[src/verilog/asprs_consts.svh]
// Constants shared by the serial port device end and its host controller
`ifndef ASPRS_CONSTS_SVH
`define ASPRS_CONSTS_SVH

// ----------------------------------------------------------------------
// Timing
// ----------------------------------------------------------------------
`define ASPRS_MCLK_NS 40
`define ASPRS_SCLK_PERIOD_NS 320
`define ASPRS_SCLK_HALF ((`ASPRS_SCLK_PERIOD_NS / 2) / `ASPRS_MCLK_NS)
`define ASPRS_CAL_CYCLES 16'h0040

// ----------------------------------------------------------------------
// Serial frame: command byte, then one 16-bit data word
// ----------------------------------------------------------------------
`define ASPRS_CMD_READ_BIT 6
`define ASPRS_CMD_LAST 4'h7
`define ASPRS_DATA_LAST 4'hF
`define ASPRS_FRAME_LAST 5'h17
`define ASPRS_FRAME_DATA 5'h08

// ----------------------------------------------------------------------
// Device register selects and fields
// ----------------------------------------------------------------------
`define ASPRS_REG_STATUS 4'h0
`define ASPRS_REG_MODE 4'h1
`define ASPRS_REG_RATE 4'h2
`define ASPRS_REG_MAIN 4'h3
`define ASPRS_REG_AUX 4'h4
`define ASPRS_REG_COEF 4'h5
`define ASPRS_MODE_IDLE 2'h0
`define ASPRS_MODE_CONV 2'h1
`define ASPRS_MODE_CAL 2'h2
`define ASPRS_MODE_MAIN_EN 2
`define ASPRS_MODE_AUX_EN 3
`define ASPRS_RATE_RST 12'h010

// ----------------------------------------------------------------------
// Host controller APB map
// ----------------------------------------------------------------------
`define ASPRS_APB_CMD 8'h00
`define ASPRS_APB_WDATA 8'h04
`define ASPRS_APB_RDATA 8'h08
`define ASPRS_APB_STATUS 8'h0C
`define ASPRS_APB_IRQ_ST 8'h10
`define ASPRS_APB_IRQ_MASK 8'h14
`define ASPRS_APB_PINS 8'h18
`define ASPRS_IRQ_DONE 0
`define ASPRS_IRQ_RDY 1
`define ASPRS_PIN_RESET 0
`define ASPRS_PIN_SYNC 1

`endif

[src/verilog/asprs_pkg.sv]
// Types shared by the serial port device end and its host controller
package asprs_pkg;

    typedef enum logic {
        ASPRS_PH_CMD,
        ASPRS_PH_DATA
    } asprs_phase_t;

    typedef enum logic [2:0] {
        ASPRS_H_IDLE,
        ASPRS_H_SETUP,
        ASPRS_H_LOW,
        ASPRS_H_HIGH,
        ASPRS_H_END
    } asprs_hstate_t;

    typedef struct packed {
        asprs_phase_t phase;
        logic [3:0] bit_cnt;
        logic [15:0] in_sh;
        logic [7:0] cmd;
        logic [15:0] out_sh;
        logic sclk_d;
        logic [1:0] mode;
        logic main_en;
        logic aux_en;
        logic [11:0] rate;
        logic [15:0] main_data;
        logic [15:0] aux_data;
        logic [15:0] coef;
        logic flag_a;
        logic flag_b;
        logic cal_hold;
        logic [15:0] conv_cnt;
        logic rdy_n;
    } asprs_dev_state_t;

    typedef struct packed {
        asprs_hstate_t st;
        logic [2:0] div;
        logic sel_n;
        logic sclk;
        logic sdi;
        logic [4:0] idx;
        logic [23:0] tx;
        logic [15:0] rx;
        logic [15:0] rdata;
        logic [15:0] wdata;
        logic reset_n;
        logic sync_n;
        logic [1:0] irq_st;
        logic [1:0] irq_mask;
        logic [31:0] prdata;
        logic rdy_d;
        logic irq;
    } asprs_host_state_t;

endpackage

[src/verilog/asprs_link_if.sv]
// Serial link between host controller and converter device
`timescale 1ns/1ps
`default_nettype none
interface asprs_link_if;
    logic device_select_n;
    logic serial_clock;
    logic serial_data_in;
    logic serial_data_out;
    logic device_reset_n;
    logic filter_sync_n;
    logic data_ready_n;

    modport dev (
        input device_select_n,
        input serial_clock,
        input serial_data_in,
        output serial_data_out,
        input device_reset_n,
        input filter_sync_n,
        output data_ready_n
    );

    modport host (
        output device_select_n,
        output serial_clock,
        output serial_data_in,
        input serial_data_out,
        output device_reset_n,
        output filter_sync_n,
        input data_ready_n
    );
endinterface
`default_nettype wire

[src/verilog/asprs_device.sv]
// Converter device end: serial port, registers and data-ready logic
//
// How it works
// - Shifted-in words go to selected register
// - Reset pin returns all state to power-on
// - Serial transfers honoured only while select low
// - Select tied low gives three-wire operation
// - Host uses select per device or per frame
// - Host always supplies the serial clock
// - Continuous or gapped serial clock both accepted
// - Sync low holds filter and calibration in reset
// - Shared sync restarts all devices together
// - Ready low when either converter holds result
// - Ready returns high after full word read
// - Unread result drops ready before next update
// - Ready goes low when calibration finishes
// - Ready pin is NOR of two flags
// - Disabled converter ignored by ready pin
// - After calibration ready stays low until mode write
// - Output shifter loaded from selected register
//
// Decided for this implementation: the register offsets and register access over APB.
`include "asprs_consts.svh"
`timescale 1ns/1ps
`default_nettype none
module asprs_device (
    input wire logic mclk_in,
    input wire logic sys_rst_in,
    asprs_link_if.dev link,
    input wire logic [15:0] main_sample_in,
    input wire logic [15:0] aux_sample_in,
    output logic [1:0] mode_out,
    output logic filter_hold_out,
    output logic result_strobe_out
);
    import asprs_pkg::*;

    // ------------------------------------------------------------------
    // Power-on state
    // ------------------------------------------------------------------
    function automatic asprs_dev_state_t dev_reset();
        asprs_dev_state_t s;
        s = '0;
        s.rate = `ASPRS_RATE_RST;
        s.main_en = 1'b1;
        s.aux_en = 1'b1;
        s.rdy_n = 1'b1;
        return s;
    endfunction

    // ------------------------------------------------------------------
    // Pin synchronisers
    // ------------------------------------------------------------------
    logic [4:0] pins_s;
    logic sel_n_s;
    logic sclk_s;
    logic sdi_s;
    logic rst_n_s;
    logic sync_n_s;

    asprs_sync2 #(
        .W(5)
    ) u_sync (
        .mclk_in(mclk_in),
        .sys_rst_in(sys_rst_in),
        .async_in({link.device_select_n, link.serial_clock,
                   link.serial_data_in, link.device_reset_n,
                   link.filter_sync_n}),
        .sync_out(pins_s)
    );

    assign sel_n_s = pins_s[4];
    assign sclk_s = pins_s[3];
    assign sdi_s = pins_s[2];
    assign rst_n_s = pins_s[1];
    assign sync_n_s = pins_s[0];

    // ------------------------------------------------------------------
    // State
    // ------------------------------------------------------------------
    asprs_dev_state_t st_reg;
    asprs_dev_state_t st_next;
    logic strobe_next;
    logic strobe_reg;

    function automatic logic [15:0] reg_value(asprs_dev_state_t s,
                                              logic [3:0] sel,
                                              logic hold);
        logic [15:0] v;
        v = 16'h0000;
        case (sel)
            `ASPRS_REG_STATUS: begin
                v = {12'h000, hold, s.cal_hold, s.flag_b, s.flag_a};
            end
            `ASPRS_REG_MODE: v = {12'h000, s.aux_en, s.main_en, s.mode};
            `ASPRS_REG_RATE: v = {4'h0, s.rate};
            `ASPRS_REG_MAIN: v = s.main_data;
            `ASPRS_REG_AUX: v = s.aux_data;
            `ASPRS_REG_COEF: v = s.coef;
            default: v = 16'h0000;
        endcase
        return v;
    endfunction

    always_comb begin
        logic rise;
        logic [15:0] word;
        logic [15:0] limit;
        rise = 1'b0;
        word = 16'h0000;
        limit = {st_reg.rate, 4'hF};
        strobe_next = 1'b0;
        st_next = st_reg;
        st_next.sclk_d = sclk_s;
        if (!rst_n_s) begin
            st_next = dev_reset();
            st_next.sclk_d = sclk_s;
        end else begin
            // ----------------------------------------------------------
            // Serial port; only sampled edges count, so gaps are harmless
            // ----------------------------------------------------------
            rise = sclk_s & ~st_reg.sclk_d;
            word = {st_reg.in_sh[14:0], sdi_s};
            if (sel_n_s) begin
                // Deselect aborts any partial frame
                st_next.phase = ASPRS_PH_CMD;
                st_next.bit_cnt = 4'h0;
                st_next.out_sh = 16'h0000;
            end else if (rise) begin
                // Select held low works as plain three-wire
                st_next.in_sh = word;
                st_next.bit_cnt = st_reg.bit_cnt + 4'h1;
                case (st_reg.phase)
                    ASPRS_PH_CMD: begin
                        if (st_reg.bit_cnt == `ASPRS_CMD_LAST) begin
                            st_next.cmd = word[7:0];
                            st_next.phase = ASPRS_PH_DATA;
                            st_next.bit_cnt = 4'h0;
                            st_next.out_sh = 16'h0000;
                            if (word[`ASPRS_CMD_READ_BIT]) begin
                                st_next.out_sh = reg_value(st_reg,
                                    word[3:0], ~sync_n_s);
                            end
                        end
                    end
                    ASPRS_PH_DATA: begin
                        st_next.out_sh = {st_reg.out_sh[14:0], 1'b0};
                        if (st_reg.bit_cnt == `ASPRS_DATA_LAST) begin
                            st_next.phase = ASPRS_PH_CMD;
                            st_next.bit_cnt = 4'h0;
                            if (!st_reg.cmd[`ASPRS_CMD_READ_BIT]) begin
                                case (st_reg.cmd[3:0])
                                    `ASPRS_REG_MODE: begin
                                        st_next.mode = word[1:0];
                                        st_next.main_en =
                                            word[`ASPRS_MODE_MAIN_EN];
                                        st_next.aux_en =
                                            word[`ASPRS_MODE_AUX_EN];
                                        st_next.flag_a = 1'b0;
                                        st_next.flag_b = 1'b0;
                                        st_next.cal_hold = 1'b0;
                                        st_next.conv_cnt = 16'h0000;
                                    end
                                    `ASPRS_REG_RATE: begin
                                        st_next.rate = word[11:0];
                                    end
                                    `ASPRS_REG_COEF: st_next.coef = word;
                                    default: st_next.coef = st_reg.coef;
                                endcase
                            end else if (!st_reg.cal_hold) begin
                                // Full word read releases ready
                                if (st_reg.cmd[3:0] == `ASPRS_REG_MAIN) begin
                                    st_next.flag_a = 1'b0;
                                end
                                if (st_reg.cmd[3:0] == `ASPRS_REG_AUX) begin
                                    st_next.flag_b = 1'b0;
                                end
                            end
                        end
                    end
                    default: st_next.phase = ASPRS_PH_CMD;
                endcase
            end

            // ----------------------------------------------------------
            // Conversion sequencer; runs after the port so a new result
            // wins over a clear in the same cycle
            // ----------------------------------------------------------
            if (!sync_n_s) begin
                st_next.conv_cnt = 16'h0000;
            end else begin
                case (st_next.mode)
                    `ASPRS_MODE_CONV: begin
                        if (st_next.conv_cnt == limit) begin
                            st_next.conv_cnt = 16'h0000;
                            st_next.main_data = main_sample_in;
                            st_next.aux_data = aux_sample_in;
                            st_next.flag_a = st_next.main_en;
                            st_next.flag_b = st_next.aux_en;
                            strobe_next = 1'b1;
                        end else begin
                            if (st_next.conv_cnt == limit - 16'h0001) begin
                                st_next.flag_a = 1'b0;
                                st_next.flag_b = 1'b0;
                            end
                            st_next.conv_cnt = st_next.conv_cnt + 16'h0001;
                        end
                    end
                    `ASPRS_MODE_CAL: begin
                        if (st_next.conv_cnt == `ASPRS_CAL_CYCLES) begin
                            st_next.conv_cnt = 16'h0000;
                            st_next.coef = main_sample_in;
                            st_next.mode = `ASPRS_MODE_IDLE;
                            st_next.flag_a = st_next.main_en;
                            st_next.flag_b = st_next.aux_en;
                            st_next.cal_hold = 1'b1;
                        end else begin
                            st_next.conv_cnt = st_next.conv_cnt + 16'h0001;
                        end
                    end
                    default: st_next.conv_cnt = 16'h0000;
                endcase
            end
        end
        // Disabled converter cannot pull ready low
        st_next.rdy_n = ~((st_next.flag_a & st_next.main_en) |
                          (st_next.flag_b & st_next.aux_en));
    end

    always_ff @(posedge mclk_in or posedge sys_rst_in) begin
        if (sys_rst_in) begin
            st_reg <= dev_reset();
            strobe_reg <= 1'b0;
        end else begin
            st_reg <= st_next;
            strobe_reg <= strobe_next;
        end
    end

    // ------------------------------------------------------------------
    // Outputs
    // ------------------------------------------------------------------
    assign link.serial_data_out = st_reg.out_sh[15];
    assign link.data_ready_n = st_reg.rdy_n;
    assign mode_out = st_reg.mode;
    assign filter_hold_out = ~sync_n_s;
    assign result_strobe_out = strobe_reg;
endmodule
`default_nettype wire

[src/verilog/asprs_sync2.sv]
// Two-flop synchroniser for inputs from outside the clock domain
`timescale 1ns/1ps
`default_nettype none
module asprs_sync2 #(
    parameter int W = 1
) (
    input wire logic mclk_in,
    input wire logic sys_rst_in,
    input wire logic [W-1:0] async_in,
    output logic [W-1:0] sync_out
);
    import asprs_pkg::*;

    typedef struct packed {
        logic [W-1:0] s1;
        logic [W-1:0] s2;
    } asprs_sync_state_t;

    asprs_sync_state_t st_reg;
    asprs_sync_state_t st_next;

    always_comb begin
        st_next.s1 = async_in;
        st_next.s2 = st_reg.s1;
    end

    // Idles high: every pin crossing here except the serial data lines is an active-low or idle-high line
    always_ff @(posedge mclk_in or posedge sys_rst_in) begin
        if (sys_rst_in) begin
            st_reg <= '1;
        end else begin
            st_reg <= st_next;
        end
    end

    assign sync_out = st_reg.s2;
endmodule
`default_nettype wire
[src/flat_wrapper.sv]
// flat-port wrapper written by rule: the top's interface ports become plain ports
module asprs_device_flat import asprs_pkg::*;
  (mclk_in, sys_rst_in, main_sample_in, aux_sample_in, mode_out, filter_hold_out, result_strobe_out, link_device_select_n, link_serial_clock, link_serial_data_in, link_serial_data_out, link_device_reset_n, link_filter_sync_n, link_data_ready_n);
  asprs_link_if link_i ();
  input wire logic mclk_in;
  input wire logic sys_rst_in;
  input wire logic [15:0] main_sample_in;
  input wire logic [15:0] aux_sample_in;
  output logic [1:0] mode_out;
  output logic filter_hold_out;
  output logic result_strobe_out;
  input wire logic [$bits(link_i.device_select_n)-1:0] link_device_select_n;
  input wire logic [$bits(link_i.serial_clock)-1:0] link_serial_clock;
  input wire logic [$bits(link_i.serial_data_in)-1:0] link_serial_data_in;
  output wire logic [$bits(link_i.serial_data_out)-1:0] link_serial_data_out;
  input wire logic [$bits(link_i.device_reset_n)-1:0] link_device_reset_n;
  input wire logic [$bits(link_i.filter_sync_n)-1:0] link_filter_sync_n;
  output wire logic [$bits(link_i.data_ready_n)-1:0] link_data_ready_n;
  assign link_i.device_select_n = link_device_select_n;
  assign link_i.serial_clock = link_serial_clock;
  assign link_i.serial_data_in = link_serial_data_in;
  assign link_serial_data_out = link_i.serial_data_out;
  assign link_i.device_reset_n = link_device_reset_n;
  assign link_i.filter_sync_n = link_filter_sync_n;
  assign link_data_ready_n = link_i.data_ready_n;
  asprs_device u_core (.mclk_in(mclk_in), .sys_rst_in(sys_rst_in), .link(link_i), .main_sample_in(main_sample_in), .aux_sample_in(aux_sample_in), .mode_out(mode_out), .filter_hold_out(filter_hold_out), .result_strobe_out(result_strobe_out));
endmodule
[config.mk]
export PLATFORM = sky130hd
export DESIGN_NAME = asprs_device_flat
export DESIGN_NICKNAME = d
export VERILOG_FILES = /design/src/verilog/asprs_pkg.sv /design/src/verilog/asprs_link_if.sv /design/src/verilog/asprs_device.sv /design/src/verilog/asprs_sync2.sv /design/src/flat_wrapper.sv
export VERILOG_INCLUDE_DIRS = /design/src /design/src/verilog
export SDC_FILE = /design/constraint.sdc
export NUM_CORES = 1
export LEC_CHECK = 0
export CAP_MARGIN = 10
export CORE_MARGIN = 2
export CORE_UTILIZATION = 60
export CTS_BUF_LIST = sky130_fd_sc_hd__clkbuf_8
export DETAILED_ROUTE_END_ITERATION = 8
export DONT_BUFFER_PORTS = 1
export PLACE_DENSITY = 0.78
export SLEW_MARGIN = 0
export SYNTH_ARGS = -nofsm -noshare
export SYNTH_HDL_FRONTEND = slang
export SYNTH_HIERARCHICAL = 1
export SYNTH_SLANG_ARGS = --single-unit
[constraint.sdc]
create_clock -name mclk_in -period 3.4 [get_ports mclk_in]
set_input_delay 0.17 -clock mclk_in [delete_from_list [all_inputs] [get_ports mclk_in]]
set_output_delay 0.17 -clock mclk_in [all_outputs]
set_load 0.02 [all_outputs]
### After elaboration in Yosys (flattened, before gate mapping)

Index checks and enable logic that the tools add are counted.
W data, S select, Z words.

* register bits: 139

* add/sub/neg operators: 3
* eq/ne operators: 30
* mux-type cells: 55
* bitwise gates (word level): 8
* reductions and logical operators: 6

Operator list (number)
* $mux W16: 14
* $mux W35: 5
* $pmux W16 S6: 1
* $mux W45: 2
* $mux W83: 1
* $mux W32: 2
* $pmux W16 S2: 2
* $mux W51: 1
* $mux W24: 2
* $mux W19: 2
* $eq A16 B16 Y1: 2
* $eq A4 B3 Y1 const B: 5
* $mux W17: 1
* $add A16 B1 Y16 const B: 1
* $eq A16 B7 Y1 const B: 1
* $eq A4 B2 Y1 const B: 4
* $sub A16 B1 Y16 const B: 1
* $mux W5: 3
* $mux W2: 7
* $ne A2 B1 Y1 const B: 7
* $mux W12: 1
* $pmux W5 S2: 1
* $eq A4 B1 Y1 const B: 2
* $mux W8: 1
* other kinds (18): 33

### Logic depth before layout (Yosys ltp)

Gate-level depths: netlist of run 1.

* depth after elaboration: 18
* depth in mapped cells: 15

### By module

The synthesis of run 1 kept the hierarchy.

By module, submodules not included
* asprs_device: instances 1, cells each 641, area each 6595.1 µm², seq. area each 3183.1 µm²
* asprs_sync2: instances 1, cells each 11, area each 266.5 µm², seq. area each 262.8 µm²

### Least setup slack after synthesis of run 1

Ideal clock, no wire load.

* path type: reg2reg
* start point: register u_core.u_sync.st_reg, in the netlist u_core/u_sync/sync_out[3]
* end point: register u_core/st_reg[43] in the netlist's numbering
* arrival time: 2.980 ns
* data required time: 3.280 ns
* path slack: 0.300 ns
* stages on the path, launching flop included: 12
* buffers on the path: 2
* cells stage by stage: dfstp_2 -> nor4b_2 -> nand4_1 -> buf_6 -> mux2i_1 -> inv_1 -> ha_1 -> nand2_1 -> nor4_2 -> buf_4 -> mux2i_1 -> nor2b_1

* longest elaborated chain between the ends: 7
* elaborated cells on any way between the ends: 12
* those cells by class: eq/ne: 4; mux: 6; bitwise: 1; reduce/logical: 1

RTL lines
* start, declared: line asprs_sync2.sv:19 `asprs_sync_state_t st_reg;`
* start signal, assigned: line asprs_sync2.sv:32 `st_reg <= st_next;`
* $and A1 B1 Y1 *: line asprs_device.sv:122 `rise = sclk_s & ~st_reg.sclk_d;`
* $mux W35 or $mux W16 (tied branches): line asprs_device.sv:129 `end else if (rise) begin`
* $mux W35 or $mux W16 (tied branches): line asprs_device.sv:124 `if (sel_n_s) begin`
* $mux W35 or $mux W16 (tied branches): line asprs_device.sv:115 `if (!rst_n_s) begin`
* $eq A16 B16 Y1 or $eq A2 B1 Y1 (tied branches): line asprs_device.sv:194, asprs_device.sv:192
* $ne A2 B1 Y1 (no line)
* $reduce_and A3 Y1 (no line) *
* end signal, assigned: line asprs_device.sv:232 `st_reg <= dev_reset();`
* end signal, assigned: line asprs_device.sv:235 `st_reg <= st_next;`
* end, declared: line asprs_device.sv:81 `asprs_dev_state_t st_reg;`

Every way passes the cells marked *; elsewhere a longest branch is shown, timed or not. The select of a mux whose other input is x is not followed.
A chain may end at the register's enable or synchronous reset.

### Final worst setup path of run 1

* start point: register u_core/st_reg[125] in the netlist's numbering
* end point: register u_core/st_reg[42] in the netlist's numbering

* longest elaborated chain between the ends: 9
* elaborated cells on any way between the ends: 16
* those cells by class: eq/ne: 5; mux: 10; reduce/logical: 1

RTL lines
* $eq A4 B4 Y1 (no line) *
* $mux W35 or $mux W16 (tied branches): line asprs_device.sv:148 `` if (st_reg.bit_cnt == `ASPRS_DATA_LAST) begin ``
* $mux W35 or $mux W16 (tied branches): line asprs_device.sv:133 `case (st_reg.phase)`
* $mux W35 or $mux W16 (tied branches): line asprs_device.sv:129
* $mux W35 or $mux W16 (tied branches): line asprs_device.sv:124
* $mux W35 or $mux W16 (tied branches): line asprs_device.sv:115
* $eq A16 B16 Y1 or $eq A2 B1 Y1 (tied branches): line asprs_device.sv:194, asprs_device.sv:192
* $ne A2 B1 Y1 (no line)
* $reduce_and A3 Y1 (no line) *

Marked as above.

==> metrics.md, run 1 <==
| Metric | Value |
|---|---|
| FF-to-FF path depth | `12` |
| Die Ht | `110.9 um` |
| Die width | `110.9 um` |
| Die area | `0.01231 sq mm` |
| Final WL | `17.29 mm` |
| Final setup violating endpoints | `0` |
| Crit path DAT | `3470 ps` |
| Hold path start | `link_device_select_n` |
| CP Capture Type | `flip-flop` |
| Slew headroom | `0.3853` |
| Final period utilization | `0.9266` |
| Clk_skew | `12.24 ps` |
| Diode count | `0` |
| First-pass DRT Iterations | `9` |
| Reg clk slew, reported paths | `70 ps` |
| Minimum clock period | `3150 ps` |
| Antenna violations before repair | `0` |
| First-pass GRT wire length | `28.26 mm` |
| Port Buf Inserts | `0` |
| Total power | `3.212 mW` |
| Area leader, netlist | `dfrtp_1` |
| Mapped cell area | `0.006862 sq mm` |
| Initial core utilization | `0.6087` |
| # clock sinks | `137` |
| Reg-to-reg slack, setup | `250 ps` |
| Rows | `39` |
| Area post-placement | `0.006984 sq mm` |
| RD Place Congestion | `0.8749` |
| Syn_nets | `697` |
| Dominant synthesized flop cell | `dfrtp_1` |
| Post-Place Cells | `766` |
| Status | `complete, no violations` |
| Via density | `6.512` |
| Area delta synth->final | `13.75%` |
| Vias | `5444` |
| Largest fanout on the critical path | `33` |
| Synth warn | `6` |
| Reg2reg start | `u_core/st_reg[125]$_DFFE_PP0P_` |
| TritonCTS clock tree | `done` |
| Setup_tns | `0 ps` |
| # IOs | `45` |
| Final hold vios | `0` |
| Clock Latency Late Sink | `440 ps` |
| Synth Area per Inst | `10.52 sq um` |
| WL per Instance | `20.69 um` |
| PD cells | `411.5 mW/mm^2` |
| CP Launch Type | `flip-flop` |
| Critical path class | `flip-flop to flip-flop` |
| Post-route DRC | `0` |
| Share of the synthesized area in the top cell type | `0.4486` |
| Tightest Pin Transition | `921.5 ps` |
| Register area share after synthesis | `0.5022` |
| Total CTS buffers | `17` |
| Min-delay worst type | `primary input to flip-flop` |
| Max Clk Rate | `0.3174 GHz` |
| Max FFs per register | `122` |
| Worst Path Required | `3720 ps` |
| Fin. max-slew vios | `0` |
| Drt initial violations | `623` |
| Final Net Count | `725` |
| DRT antenna net count | `0` |
| HPWL Detailed | `11.05 mm` |
| Worst hold stages | `1` |
| Non-Filler Instances | `836` |
| Filler cell count | `828` |
| Post-synth EDFFs | `0` |
| Share of layout cells above drive strength 1 | `0.1039` |
| Root buf cell | `clkbuf_8` |
| Total core area | `0.01127 sq mm` |
| Synth unique cells | `61` |
| Seq cells post-synth | `137` |
| Max Root-Sink Buffers | `2` |
| Post-Layout Inst Area | `0.007805 sq mm` |
| GR Util All Layers | `0.2918` |
| Leakage | `3.449 nW` |
| Vias in the first global route | `5306` |
| Total gr overflow | `0` |
| Maximum number of pins on one net before global-route repair | `128` |
| Peak supply drop | `619.8 uV` |
| Post-synth ARST share | `1.000` |
| Reg2Reg Capture Point | `u_core/st_reg[42]$_DFFE_PP0P_` |
| Synth area leaders | `dfrtp_1 45%, mux2i_1 7.6%, dfstp_2 5.4%` |
| MaxCap Viol Count | `0` |
| H-Tree Depth | `4` |
| Mapped Cells | `652` |
| RSZ-0062 raised after global routing | `false` |
| Worst hold path endpoint | `u_core/u_sync/st_next[4]$_DFF_PP1_` |
-- power by group --
| group | internal, mW | switching [mW] |
|---|---|---|
| Combinational | 0.0523 | 0.0790 |
| Clock | 0.801 | 0.627 |
| Sequential | 1.64 | 0.0117 |
| Total | 2.49 | 0.717 |
-- cell families (layout without fill, tap and decap cells) --
kind of cell / count (synthesis) / in the layout / share of synthesized area
AND/OR/NAND/NOR: 240 / 240 / 0.1816
buffers and inverters: 54 / 95 / 0.03720
multiplexers: 55 / 55 / 0.08570
XOR/XNOR: 21 / 21 / 0.02790
flip-flops: 137 / 137 / 0.5022
AO/OA/AOI/OAI: 139 / 139 / 0.1545
adder cells (fa/ha/maj): 6 / 6 / 0.01094
-- worst max path at each step --
stage / start / to / slack [ps] / cells after the start
4_1_cts: u_core/u_sync/sync_out[3]$_DFF_PP1_ / u_core/st_reg[65]$_DFFE_PP0P_ / 260 / 11
2_1_floorplan: u_core/u_sync/sync_out[3]$_DFF_PP1_ / u_core/st_reg[43]$_DFFE_PP0P_ / 300 / 11
3_5_place_dp: u_core/u_sync/sync_out[3]$_DFF_PP1_ / u_core/st_reg[65]$_DFFE_PP0P_ / 300 / 11
3_3_place_gp: u_core/u_sync/sync_out[3]$_DFF_PP1_ / u_core/st_reg[50]$_DFFE_PP0P_ / 350 / 11
5_1_grt: u_core/st_reg[125]$_DFFE_PP0P_ / u_core/st_reg[30]$_DFF_PP0_ / 6 / 12
6_report: u_core/st_reg[125]$_DFFE_PP0P_ / u_core/st_reg[42]$_DFFE_PP0P_ / 250 / 12
-- per-stage QoR --
step / setup slack [ps] / hold WS, ps / util
floorplan: 300.0 / 174.5 / -
global placement: 346.7 / 174.5 / 0.6196
finish: 249.6 / 273.5 / 0.6924
global route: 5.556 / 248.2 / 0.6924
detailed placement: 296.9 / 174.5 / 0.6196
CTS: 261.2 / 243.8 / 0.6916
-- timing repair --
item | 4_1_cts | 5_1_grt
setup endpoints to repair | 0 | 26
buffers inserted | 0 | 0
gates resized for setup | 0 | 1
hold buffers | 38 | 0
hold endpoints to repair | 186 | 0
-- placed cells by master (no fill, tap or decap), types with 3 or more instances in the layout --
cell type,netlist,routed
buf_4,7,12
mux4_2,3,3
o21ai_0,18,18
nand3b_1,4,4
nor3_1,10,10
nand4_1,9,9
nor2_1,28,27
nor4b_1,4,3
nand2_1,77,77
clkbuf_8,1,21
and2_1,4,4
a221o_1,8,8
bufinv_16,0,3
dlygate4sd3_1,0,38
dfstp_2,14,14
o21ai_1,3,3
and3_1,6,6
a21boi_0,10,10
inv_1,11,10
nand3_1,26,26
a222oi_1,8,8
or3_1,3,3
a21oi_1,19,19
mux2i_1,52,52
clkinvlp_4,0,5
ha_1,6,6
nand2b_1,3,3
o211a_1,16,16
a22o_1,12,12
nor2b_1,48,48
xor2_1,18,18
nor4_1,6,6
or4_1,3,3
a22oi_1,23,23
dfrtp_1,123,123
-- layer usage --
metal  share of wire  track usage  wire length, um  vias up
li1                -            -                -     2427
met1            0.41       0.4006             7104     2711
met2            0.48       0.4528             8311      257
met3           0.077      0.06944             1328       49
met4           0.032       0.1167              548        0
met5               0            0                0        -
-- synth_stat cells (6+ instances only) --
cell        n
mux2i_1    52
nand4_1     9
a21boi_0   10
a222oi_1    8
ha_1        6
nand3_1    26
nor2_1     28
o211a_1    16
dfrtp_1   123
clkbuf_1   32
and3_1      6
buf_4       7
nand2_1    77
o21ai_0    18
a22oi_1    23
a21oi_1    19
nor2b_1    48
xor2_1     18
dfstp_2    14
a221o_1     8
a22o_1     12
inv_1      11
nor4_1      6
nor3_1     10
-- final cells by class --
type                    count  area, sq um  share of cell area
flip-flops and latches    137         3446              0.4415
multi-input cells         461         3193              0.4091
repair buffers             52        510.5             0.06541
clock buffers              21        289.0             0.03703
well taps                 143        178.9             0.02292
clock inverters            11        142.6             0.01828
inverters                  11        45.04            0.005771
-- worst max-delay path: stages (launching register included) --
cell,delay [ps]
dfrtp_1,410
ha_1,220
and4_1,320
nand4_1,170
buf_4,250
mux2i_1,170
inv_1,90
ha_1,270
nand2_1,130
nor4_4,340
buf_12,280
mux2i_1,290
nor2b_1,80
No activity file was read; power rests on OpenSTA's default activity.
==> inputs of run 2 (changes only) <==
Settings changed: ABC_AREA set to 1, CORE_MARGIN 2 to unset.
==> run 2 against run 1 <==
Non-clock buffer count fell by 1. Largest cell class unchanged. Setup slack improved by 95 ps. Synthesized area rose by 0.11%. Sequential share of layout area rose by 0.52 points. Critical path type unchanged. Critical path depth rose by 7. Core utilization rose by 1.0 points.
==> metrics.md, run 2 <==
| Metric | Value |
|---|---|
| RD Place Congestion | `0.9451` |
| GR Util All Layers | `0.3190` |
| First-pass GRT wire length | `28.31 mm` |
| Register area share after synthesis | `0.5016` |
| WL per Instance | `17.47 um` |
| Psw | `0.7088 mW` |
| Slew headroom | `0.3687` |
| Share of the synthesized area in the top cell type | `0.4481` |
| Area post-placement | `0.006965 sq mm` |
| Mapped Cells | `812` |
| Syn_nets | `857` |
| CP Capture Type | `flip-flop` |
| HPWL Detailed | `11.90 mm` |
| Clock share of power | `0.403` |
| Synth Area per Inst | `8.459 sq um` |
| Minimum clock period | `3056 ps` |
| Min-delay worst type | `primary input to flip-flop` |
| Post-synth ARST share | `1.000` |
| Drt initial violations | `757` |
| Worst setup margin | `344.2 ps` |
| Total core area | `0.01098 sq mm` |
| Final hold vios | `0` |
| Largest fanout on the critical path | `30` |
| Reg-to-reg slack, setup | `340 ps` |
| First-pass DRT Iterations | `7` |
| Diode count | `0` |
| PD cells | `390.8 mW/mm^2` |
| Reg clk slew, reported paths | `80 ps` |
| Reg2reg start | `u_core/st_reg[125]$_DFFE_PP0P_` |
| Post-synth top cells | `146 x nand2_1, 123 x dfrtp_1, 119 x inv_1, 79 x o21ai_0, 62 x nor2_1` |
| Root buf cell | `clkbuf_8` |
| Clock Latency Late Sink | `450 ps` |
| Synth unique cells | `52` |
| Tightest Pin Transition | `944.6 ps` |
| Die Ht | `109.0 um` |
| Area delta synth->final | `12.31%` |
| Max FFs per register | `122` |
| Via density | `6.017` |
| Post-Place Cells | `929` |
| # clock sinks | `137` |
| Post-Layout Inst Area | `0.007715 sq mm` |
| Share of layout cells above drive strength 1 | `0.1096` |
| Area leader, netlist | `dfrtp_1` |
| Comb power frac | `0.049` |
| Peak supply drop | `370.1 uV` |
| H-Tree Depth | `4` |
| Most frequent cells in the layout | `146 x nand2_1, 123 x dfrtp_1, 119 x inv_1` |
| FF-to-FF path depth | `19` |
| Total CTS buffers | `17` |
| Maximum number of pins on one net before global-route repair | `90` |
| CP Launch Type | `flip-flop` |
| Fin. max-slew vios | `0` |
| Dominant synthesized flop cell | `dfrtp_1` |
| Synth area leaders | `dfrtp_1 45%, nand2_1 8.0%, inv_1 6.5%` |
| Final WL | `17.44 mm` |
| Worst slack, placed | `297.7 ps` |
| Synth warn | `6` |
| Die width | `109.0 um` |
| Port Buf Inserts | `0` |
| Post-synth EDFFs | `0` |
| Post-CTS Setup Repair Bufs | `0` |
| Post-route DRC | `0` |
| CP Capture Point | `u_core/st_reg[45]$_DFFE_PP0P_` |
| Vias in the first global route | `5709` |
| Die area | `0.01188 sq mm` |
| Leakage | `3.431 nW` |
| TritonCTS clock tree | `done` |
| Max Clk Rate | `0.3272 GHz` |
| Worst Path Required | `3760 ps` |
| Mapped cell area | `0.006869 sq mm` |
| Worst Setup SP | `u_core/st_reg[125]$_DFFE_PP0P_` |
| Final setup violating endpoints | `0` |
| Sw Share | `0.2351` |
| Total gr overflow | `0` |
| # IOs | `45` |
| Internal | `2.306 mW` |
| RSZ-0062 raised after global routing | `false` |
| Crit path DAT | `3420 ps` |
| Sequential power share | `0.548` |
| MaxCap Viol Count | `0` |
| Critical path class | `flip-flop to flip-flop` |
| Non-Filler Instances | `998` |
| Cell with the most instances after synthesis | `nand2_1` |
| Seq cells post-synth | `137` |
| Initial core utilization | `0.6254` |
| Reg2Reg Capture Point | `u_core/st_reg[45]$_DFFE_PP0P_` |
| Vias | `6005` |
| Max Root-Sink Buffers | `2` |
| Rows | `38` |
| Final Net Count | `892` |
| Final period utilization | `0.8988` |
| Most common cell after layout, fill and taps aside | `nand2_1` |
| Setup_tns | `0 ps` |
| Clk_skew | `13.03 ps` |
| Antenna violations before repair | `0` |
| Status | `complete, no violations` |
| DRT antenna net count | `0` |
-- run 2: cell types whose count changed in the layout (fill, tap and decap cells not counted), sizes merged, moves of 11 or more --
| cell | before | now |
|---|---|---|
| a22o | 12 | 1 |
| a22oi | 23 | 0 |
| inv | 11 | 122 |
| mux2i | 52 | 0 |
| nand2 | 77 | 163 |
| nand3 | 26 | 62 |
| nor2 | 28 | 65 |
| nor2b | 48 | 0 |
| o211a | 16 | 0 |
| o21ai | 21 | 92 |
| o221ai | 0 | 15 |
| o22ai | 0 | 20 |
| xor2 | 19 | 8 |
-- run 2: worst max-delay path: stages (launching register included) --
cell      delay (ps)
dfrtp_1          410
ha_1             220
nand2_1           80
inv_1             50
nand2_2           90
nor2_4            60
nand2_2           60
buf_4            320
nand2_1          220
nand2_1          100
nand2_1           50
nor2_1           100
nand2_1           90
nor2_4           190
nand2_4           80
clkinv_2          90
nand4_4          250
inv_6            300
nand2_1           90
o21ai_0          100
-- run 2: worst min path at each step --
stage          depth (start not counted)            startpoint                            endpoint  slack, ps
6_report                               1     link_serial_clock  u_core/u_sync/st_next[3]$_DFF_PP1_        270
5_1_grt                                1   link_serial_data_in  u_core/u_sync/st_next[2]$_DFF_PP1_        250
4_1_cts                                1  link_device_select_n  u_core/u_sync/st_next[4]$_DFF_PP1_        240
3_5_place_dp                           0    link_filter_sync_n  u_core/u_sync/st_next[0]$_DFF_PP1_        170
3_3_place_gp                           0   link_serial_data_in  u_core/u_sync/st_next[2]$_DFF_PP1_        170
2_1_floorplan                          0    link_filter_sync_n  u_core/u_sync/st_next[0]$_DFF_PP1_        170
-- run 2: cell families after synthesis --
group / count (synthesis) / synth area share
AO/OA/AOI/OAI: 181 / 0.1630
XOR/XNOR: 14 / 0.01785
adder cells (fa/ha/maj): 6 / 0.01093
buffers and inverters: 159 / 0.09708
flip-flops: 137 / 0.5016
multiplexers: 1 / 0.001639
AND/OR/NAND/NOR: 314 / 0.2078
-- run 2: layout make-up --
type | count | area [sq um]
Clock buffer | 20 | 275.3
Clock inverter | 10 | 78.83
Fill cell | 835 | 3268
Inverter | 124 | 475.5
Multi-Input combinational cell | 516 | 2761
Sequential cell | 137 | 3446
Tap cell | 140 | 175.2
Timing Repair Buffer | 51 | 503.0
-- run 2: power by group through the flow --
stage,combinational [mW],sequential (mW),clock [mW]
2_1_floorplan,0.0759,1.68,0
3_3_place_gp,0.106,1.68,0
3_5_place_dp,0.109,1.68,0
4_1_cts,0.146,1.65,1.24
5_1_grt,0.164,1.65,1.31
6_report,0.149,1.65,1.21
-- run 2: through the flow --
| stage | hold WS (ps) | total power, mW | util |
|---|---|---|---|
| floorplan | 174.5 | 1.755 | - |
| global placement | 174.5 | 1.788 | 0.6342 |
| detailed placement | 174.5 | 1.791 | 0.6342 |
| CTS | 241.1 | 3.035 | 0.7011 |
| global route | 248.7 | 3.122 | 0.7024 |
| finish | 267.6 | 3.015 | 0.7024 |
-- run 2: timing repair --
action | 4_1_cts | 5_1_grt
gates resized for setup | 0 | 2
endpoints found under the setup margin | 0 | 13
hold buffers | 38 | 0
hold endpoints to repair | 98 | 0
-- run 2: metal layers --
| layer | track usage | share of wire | routed length [um] |
|---|---|---|---|
| met3 | 0.07770 | 0.084 | 1471 |
| met5 | 0 | 0 | 0 |
| met1 | 0.4133 | 0.42 | 7322 |
| met2 | 0.5135 | 0.47 | 8210 |
| met4 | 0.1293 | 0.025 | 435 |
